File: src/design/dfc_pkg.sv
// Package: register map, field layout and types of the frame control block
package dfc_pkg;

    localparam int          ADDR_W     = 20;
    localparam int          DATA_W     = 32;
    localparam int          REG_W      = 16;
    localparam int          SEL_W      = 5;
    localparam int          NUM_CODES  = 32;

    // Register indices; byte address is four times the index
    localparam logic [15:0] IDX_HALT   = 16'hF400;
    localparam logic [15:0] IDX_TICK   = 16'hF401;
    localparam logic [15:0] IDX_STAT   = 16'hF4FF;
    localparam logic [ADDR_W-1:0] ADDR_HALT = {2'h0, IDX_HALT, 2'h0};
    localparam logic [ADDR_W-1:0] ADDR_TICK = {2'h0, IDX_TICK, 2'h0};
    localparam logic [ADDR_W-1:0] ADDR_STAT = {2'h0, IDX_STAT, 2'h0};

    // Field positions and reset values
    localparam int          HALT_BIT   = 0;
    localparam logic        HALT_RST   = 1'h0;
    localparam logic [SEL_W-1:0] SEL_RST = 5'h02;
    localparam int          STAT_HALTED = 0;
    localparam int          STAT_DRAIN  = 1;
    localparam int          STAT_MASK   = 2;

    // Frame tick source codes
    localparam logic [SEL_W-1:0] CODE_CG1_LO = 5'h00;
    localparam logic [SEL_W-1:0] CODE_CG2_LO = 5'h05;
    localparam logic [SEL_W-1:0] CODE_IN_LO  = 5'h08;
    localparam logic [SEL_W-1:0] CODE_OUT_LO = 5'h0C;
    localparam logic [SEL_W-1:0] CODE_SPDIF  = 5'h10;

    // Tick sources, packed so that bit n answers code n
    typedef struct packed {
        logic       spdif;
        logic [3:0] out_port;
        logic [3:0] in_port;
        logic [2:0] cg2;
        logic [4:0] cg1;
    } dfc_tick_src_t;

    typedef struct packed {
        logic run_en;
        logic audio_en;
        logic irq_mask;
    } dfc_core_ctl_t;

    typedef enum logic [1:0] {
        DFC_RUN,
        DFC_DRAIN,
        DFC_HALTED
    } dfc_halt_state_t;

endpackage

File: src/design/dfc_tick_mux.sv
// Frame tick source selector
module dfc_tick_mux (
    input  wire logic [dfc_pkg::SEL_W-1:0] sel,
    input  wire dfc_pkg::dfc_tick_src_t    src,
    output logic                           tick
);

    localparam int SRC_W = $bits(dfc_pkg::dfc_tick_src_t);

    logic [dfc_pkg::NUM_CODES-1:0] vec;
    logic [dfc_pkg::NUM_CODES-1:0] hit;

    // Codes above the S/PDIF code carry no source
    assign vec = {{(dfc_pkg::NUM_CODES - SRC_W){1'b0}}, src}; // [RULE17]

    // One decode term per code
    for (genvar g = 0; g < dfc_pkg::NUM_CODES; g++) begin : g_code
        assign hit[g] = (sel == dfc_pkg::SEL_W'(g)) & vec[g]; // [RULE9] [RULE10] [RULE11] [RULE12] [RULE13] [RULE16]
    end

    assign tick = |hit;

endmodule

File: src/design/dfc_top.sv
// Core low-power halt and frame tick source selection with APB registers
//
// Operation
// RULE1: A halt request raised while a sample or block is in flight waits for it to finish first.
// RULE2: After setting halt during processing, software waits one sample period before other writes.
// RULE3: With block processing, software waits one block plus one sample period before other writes.
// RULE4: While halt is requested or held, every interrupt to the core is masked.
// RULE5: While halted, audio is gated off and core processing is stopped.
// RULE6: The halt control is bit 0, reset 0; 0 runs with interrupts, 1 halts with interrupts masked.
// RULE7: The selected tick marks the start of every core audio frame.
// RULE8: The tick source field is bits 4 to 0, reset 0x02, and sets the processing rate.
// RULE9: Codes 0 to 4 pick the first generator at quarter, half, one, two and four times base rate.
// RULE10: Codes 5 and 6 pick the second generator's quarter and half outputs.
// RULE11: Codes 8 to 11 pick input serial ports 0 to 3.
// RULE12: Codes 12 to 15 pick output serial ports 0 to 3.
// RULE13: Code 16 picks the tick recovered from the S/PDIF receiver.
// RULE14: An external tick comes from a serial port's left/right frame clock.
// RULE15: Audio not synchronous to the tick must go through a sample_rate_converter.
// RULE16: Code 7 picks the second generator's unity output.
// RULE17: Codes 17 to 31 are reserved and give no tick.
module dfc_top (
    input  wire logic                          pclk,
    input  wire logic                          presetn,
    input  wire logic                          pclken,
    input  wire logic                          psel,
    input  wire logic                          penable,
    input  wire logic                          pwrite,
    input  wire logic [dfc_pkg::ADDR_W-1:0]    paddr,
    input  wire logic [dfc_pkg::DATA_W-1:0]    pwdata,
    input  wire logic [3:0]                    pstrb,
    output logic      [dfc_pkg::DATA_W-1:0]    prdata,
    output logic                               pready,
    output logic                               pslverr,
    input  wire logic                          core_busy,
    input  wire dfc_pkg::dfc_tick_src_t        tick_src,
    output logic                               frame_tick,
    output logic                               core_frame_irq,
    output dfc_pkg::dfc_core_ctl_t             core_ctl,
    output logic                               core_halted
);

    // Register state
    logic                         halt_q;
    logic                         halt_d;
    logic [dfc_pkg::SEL_W-1:0]    sel_q;
    logic [dfc_pkg::SEL_W-1:0]    sel_d;

    // Bus answer state
    logic [dfc_pkg::DATA_W-1:0]   rdata_q;
    logic [dfc_pkg::DATA_W-1:0]   rdata_d;
    logic                         slverr_q;
    logic                         slverr_d;

    // Halt sequencer state
    dfc_pkg::dfc_halt_state_t     state_q;
    dfc_pkg::dfc_halt_state_t     state_d;

    // Frame tick state
    logic                         tick_q;
    logic                         tick_d;
    logic                         irq_q;
    logic                         irq_d;

    logic                         sel_tick;
    logic                         setup;
    logic                         access;
    logic                         hit_halt;
    logic                         hit_tick;
    logic                         hit_stat;
    logic                         wr_halt;
    logic                         wr_tick;
    logic [dfc_pkg::REG_W-1:0]    stat_word;

    // Address decode
    assign setup    = pclken & psel & ~penable;
    assign access   = pclken & psel & penable;
    assign hit_halt = (paddr == dfc_pkg::ADDR_HALT);
    assign hit_tick = (paddr == dfc_pkg::ADDR_TICK);
    assign hit_stat = (paddr == dfc_pkg::ADDR_STAT);
    assign wr_halt  = access & pwrite & hit_halt & pstrb[0];
    assign wr_tick  = access & pwrite & hit_tick & pstrb[0];

    // Status word
    always_comb begin
        stat_word = '0;
        stat_word[dfc_pkg::STAT_HALTED] = (state_q == dfc_pkg::DFC_HALTED);
        stat_word[dfc_pkg::STAT_DRAIN]  = (state_q == dfc_pkg::DFC_DRAIN);
        stat_word[dfc_pkg::STAT_MASK]   = halt_q;
    end

    // Control registers
    always_comb begin
        halt_d = halt_q;
        sel_d  = sel_q;
        if (wr_halt) begin
            halt_d = pwdata[dfc_pkg::HALT_BIT]; // [RULE6]
        end
        if (wr_tick) begin
            sel_d = pwdata[dfc_pkg::SEL_W-1:0]; // [RULE8]
        end
    end

    always_ff @(posedge pclk or negedge presetn) begin
        if (!presetn) begin
            halt_q <= dfc_pkg::HALT_RST; // [RULE6]
            sel_q  <= dfc_pkg::SEL_RST; // [RULE8]
        end else begin
            halt_q <= halt_d;
            sel_q  <= sel_d;
        end
    end

    // Read data prepared in the setup cycle
    always_comb begin
        rdata_d  = rdata_q;
        slverr_d = slverr_q;
        if (setup) begin
            rdata_d  = '0;
            slverr_d = ~(hit_halt | hit_tick | hit_stat);
            if (hit_halt) begin
                rdata_d[dfc_pkg::HALT_BIT] = halt_q;
            end
            if (hit_tick) begin
                rdata_d[dfc_pkg::SEL_W-1:0] = sel_q;
            end
            if (hit_stat) begin
                rdata_d[dfc_pkg::REG_W-1:0] = stat_word;
            end
        end
    end

    always_ff @(posedge pclk or negedge presetn) begin
        if (!presetn) begin
            rdata_q  <= '0;
            slverr_q <= 1'b0;
        end else begin
            rdata_q  <= rdata_d;
            slverr_q <= slverr_d;
        end
    end

    assign pready  = pclken;
    assign prdata  = (psel & penable & ~pwrite) ? rdata_q : '0;
    assign pslverr = psel & penable & slverr_q;

    // Halt sequencer
    always_comb begin
        state_d = state_q;
        if (pclken) begin
            case (state_q)
                dfc_pkg::DFC_RUN: begin
                    if (halt_q && core_busy) begin
                        state_d = dfc_pkg::DFC_DRAIN; // [RULE1]
                    end else if (halt_q) begin
                        state_d = dfc_pkg::DFC_HALTED;
                    end
                end
                dfc_pkg::DFC_DRAIN: begin
                    if (!halt_q) begin
                        state_d = dfc_pkg::DFC_RUN;
                    end else if (!core_busy) begin
                        state_d = dfc_pkg::DFC_HALTED; // [RULE1]
                    end
                end
                dfc_pkg::DFC_HALTED: begin
                    if (!halt_q) begin
                        state_d = dfc_pkg::DFC_RUN;
                    end
                end
                default: begin
                    state_d = dfc_pkg::DFC_RUN;
                end
            endcase
        end
    end

    always_ff @(posedge pclk or negedge presetn) begin
        if (!presetn) begin
            state_q <= dfc_pkg::DFC_RUN;
        end else begin
            state_q <= state_d;
        end
    end

    // Core control levels
    always_comb begin
        core_ctl.irq_mask = halt_q | (state_q == dfc_pkg::DFC_HALTED); // [RULE4] [RULE6]
        core_ctl.run_en   = (state_q != dfc_pkg::DFC_HALTED); // [RULE5]
        core_ctl.audio_en = (state_q != dfc_pkg::DFC_HALTED); // [RULE5]
    end

    assign core_halted = (state_q == dfc_pkg::DFC_HALTED);

    // Tick source selection
    dfc_tick_mux u_mux (
        .sel  (sel_q),
        .src  (tick_src),
        .tick (sel_tick)
    );

    // Frame tick and masked frame interrupt
    always_comb begin
        tick_d = tick_q;
        irq_d  = irq_q;
        if (pclken) begin
            tick_d = sel_tick; // [RULE7] [RULE14]
            irq_d  = sel_tick & ~halt_q; // [RULE4]
        end
    end

    always_ff @(posedge pclk or negedge presetn) begin
        if (!presetn) begin
            tick_q <= 1'b0;
            irq_q  <= 1'b0;
        end else begin
            tick_q <= tick_d;
            irq_q  <= irq_d;
        end
    end

    assign frame_tick     = tick_q;
    assign core_frame_irq = irq_q;
endmodule

File: config.mk
export PLATFORM = sky130hd
export DESIGN_NAME = dfc_top
export DESIGN_NICKNAME = d
export VERILOG_FILES = /design/src/design/dfc_pkg.sv /design/src/design/dfc_tick_mux.sv /design/src/design/dfc_top.sv
export SDC_FILE = /design/constraint.sdc
export NUM_CORES = 1
export LEC_CHECK = 0
export BUFFER_PORTS_ARGS = -buffer_cell sky130_fd_sc_hd__clkbuf_2
export CAP_MARGIN = 20
export CORE_MARGIN = 2
export CORE_UTILIZATION = 39
export DETAILED_ROUTE_END_ITERATION = 12
export GPL_TIMING_DRIVEN = 1
export MAX_ROUTING_LAYER = met4
export PLACE_DENSITY = 0.85
export SLEW_MARGIN = 20
export SYNTH_ARGS = -nofsm -noshare
export SYNTH_HDL_FRONTEND = slang
export SYNTH_SLANG_ARGS = --single-unit
File: constraint.sdc
create_clock -name pclk -period 4.4 [get_ports pclk]
set_input_delay 1.1 -clock pclk [delete_from_list [all_inputs] [get_ports pclk]]
set_output_delay 1.1 -clock pclk [all_outputs]
set_load 0.03 [all_outputs]
==> flow_summary.ini <==
[grt]
grt.busiest_layer = met2
antenna_found_initial = 0
grt_pass1_vias = 1121
grt_max_degree = 17
grt_use_met1_pct = 16.4
grt_pass1_wl_um = 4330
grt_usage_pct = 16.4
grt_overflow_total = 0
grtUsageMet2_pct = 30.6
use_met3_pct = 2.56

[logic_synthesis]
syn_inst = 143
ys_seq_area_share_pct = 31.8
ys_warn_count = 0
synth_flop_cell = dfrtp_1
synth_edf_count = 0
synth_top_area_share_pct = 29.7
synthTopCellsByArea = dfrtp_1, buf_4, mux2_2, nand2_1, mux2i_1
synthesis.area_um2 = 1260
synth_seq_cells = 16
async_reset_ff_share_pct = 100
yosysUniqueCellTypes = 46
syn_area_per_cell_um2 = 8.83
yosysTopAreaCell = dfrtp_1

[floorplan]
rows = 20
initial_core_util_pct = 41.0
ios = 120
core_um2 = 3080
die_x_um = 60.9
die_h_um = 60.9
dieArea_um2 = 3710

[critical_path]
crit_slowest_cell = clkbuf_2
crit_type = in -> out
worst_setup_path_start_kind = primary input
worstPathArrival_ns = 1.83
critical_path.max_fanout = 5
required_ns = 3.30
cp-end-kind = output port
cpMostUsedCell = clkbuf_2
cpLargestDelayFamily = simple AND/OR/NAND/NOR gates
cp.buffers_inverters = 2
cp_cell_sequence = clkbuf_2 > nand2_1 > nor2_1 > and2_1 > clkbuf_2
slowest_delay_ns = 0.20

[final_layout]
n_antenna_cell = 0
fin_cells = 246
utilization_pct = 49.3
syn_to_final_growth_pct = 20.1
finalNetCount = 283
fillers = 333
drive_gt1_share_pct = 38.1
final_cell_area_um2 = 1520

[clocking]
cts_made_buffers = 3
htree_levels = 1
postCtsHoldBufs = 0
post_cts_resized = 0
cts_tree = built
clk_pin_slew_worst_paths_ns = 0.09
post_cts_buffers = 0
cts_root_buf = clkbuf_4
clk_latency_ns = 0.29
cts.sinks = 16
clockBufferDepth = 2

[power_and_ir_drop]
ir_drop_uv = 94.0
power_per_cell_area_nw_per_um2 = 214
p_total_mw = 0.325
leakagePower_nw = 0.798

[place]
placed_cells = 242
place.gp.congestion = 0.924
place_area_um2 = 1490
dpl.hpwl_um = 2400
port_buffers = 62

[drt]
firstDrtPassIters = 4
postRouteAntennaNets = 0
dr.first_iter.drc_count = 29
via_per_inst = 4.76
drc = 0
wl_per_cell_um = 11.4
vias = 1171
wl_um = 2800

[status]
outcome = finished, final reports clean

[sta]
rsz0062_at_grt = no
finalCritPeriodShare_pct = 66.5
maxSlewViolCount = 0
hold_viol = 0
fmax_mhz = 342
clock_skew_ns = 0.00200
setup_viol_count_final = 0
fin_crit_ns = 2.93
setup_tns_ns = 0

[worst_hold_path]
hold_class = reg -> reg

[run]
drv_cap = 0
[worst paths after layout]
check,from,end,slack [ns],depth (start not counted)
max,psel,prdata[0],1.47,5
min,rdata_q[3],rdata_q[3],0.48,2
max reg2reg,sel_q[1],core_frame_irq,2.57,5
min reg2reg,rdata_q[3],rdata_q[3],0.48,2
max in group asynchronous,presetn,sel_q[1],3.37,1
min in group asynchronous,presetn,rdata_q[0],0.71,1
[tightest hold or removal path: cells and delay by family (launching register included)]
family             cells  cell delay (ns)
DFF                    1             0.35
AOI/OAI and AO/OA      1             0.06
and+or+nand+nor        1             0.05
[cells in the final DEF, fill, tap and decap left out, drive strengths merged, types with 3 or more instances in the layout]
cell | netlist | final
nand2 | 14 | 14
o21ai | 7 | 7
mux2 | 6 | 6
inv | 9 | 9
nor3 | 4 | 4
nand3 | 3 | 3
mux2i | 4 | 4
clkbuf | 2 | 66
conb | 1 | 27
dfrtp | 15 | 15
and2 | 4 | 4
nor2 | 6 | 6
[metrics by stage]
step | hold slack (ns) | setup WS (ns)
floorplan | 0.441 | 1.46
global placement | 0.459 | 1.47
detailed placement | 0.467 | 1.43
CTS | 0.489 | 1.47
global route | 0.518 | 1.39
finish | 0.484 | 1.47
[per-layer routing]
layer	vias up	share of wire, %
li1	568	-
met3	11	5.3
met1	542	38
met2	50	53
met5	-	0
met4	0	3.2
[layout make-up]
type,count,area (µm²),share of cell area (%)
repair buffers,62,310,20.5
well taps,44,55.1,3.63
inverters,9,33.8,2.23
multi-input cells,111,689,45.5
clock buffers,4,26.3,1.73
flip-flops and latches,16,402,26.5
[cell families after synthesis]
logic type             Yosys count  synth area share, %
other                            1                0.297
muxes                           11                 10.3
buffers and inverters           42                 21.3
AOI/OAI and AO/OA               20                 10.6
DFF                             16                 31.8
and+or+nand+nor                 53                 25.7
[cell usage after synthesis (2+ instances only)]
cell type and count:
and4b_1 2, or4b_1 2, mux2i_1 4, inv_1 9, nand2b_1 2, a21oi_1 2
o21ai_0 7, a22oi_1 2, nor3_1 3, buf_2 2, nand3_1 3, clkbuf_1 2
and3_1 2, nor2_1 5, nand2_1 14, buf_4 29, dfrtp_1 15, and2_1 4
mux2_2 5, nor4_1 2, nand4_1 2
[registers in the layout, indices dropped and copies added (netlist names)]
signal / count
sel_q: 5
core_frame_irq: 1
slverr_q: 1
rdata_q: 5
state_q: 2
frame_tick: 1
halt_q: 1
[power by group]
part	internal, mW	total, mW	switching (mW)
Sequential	0.153	0.155	0.00215
Combinational	0.0270	0.0874	0.0604
Clock	0.0353	0.0827	0.0474
Total	0.215	0.325	0.110
No activity file was read; power rests on OpenSTA's default activity.
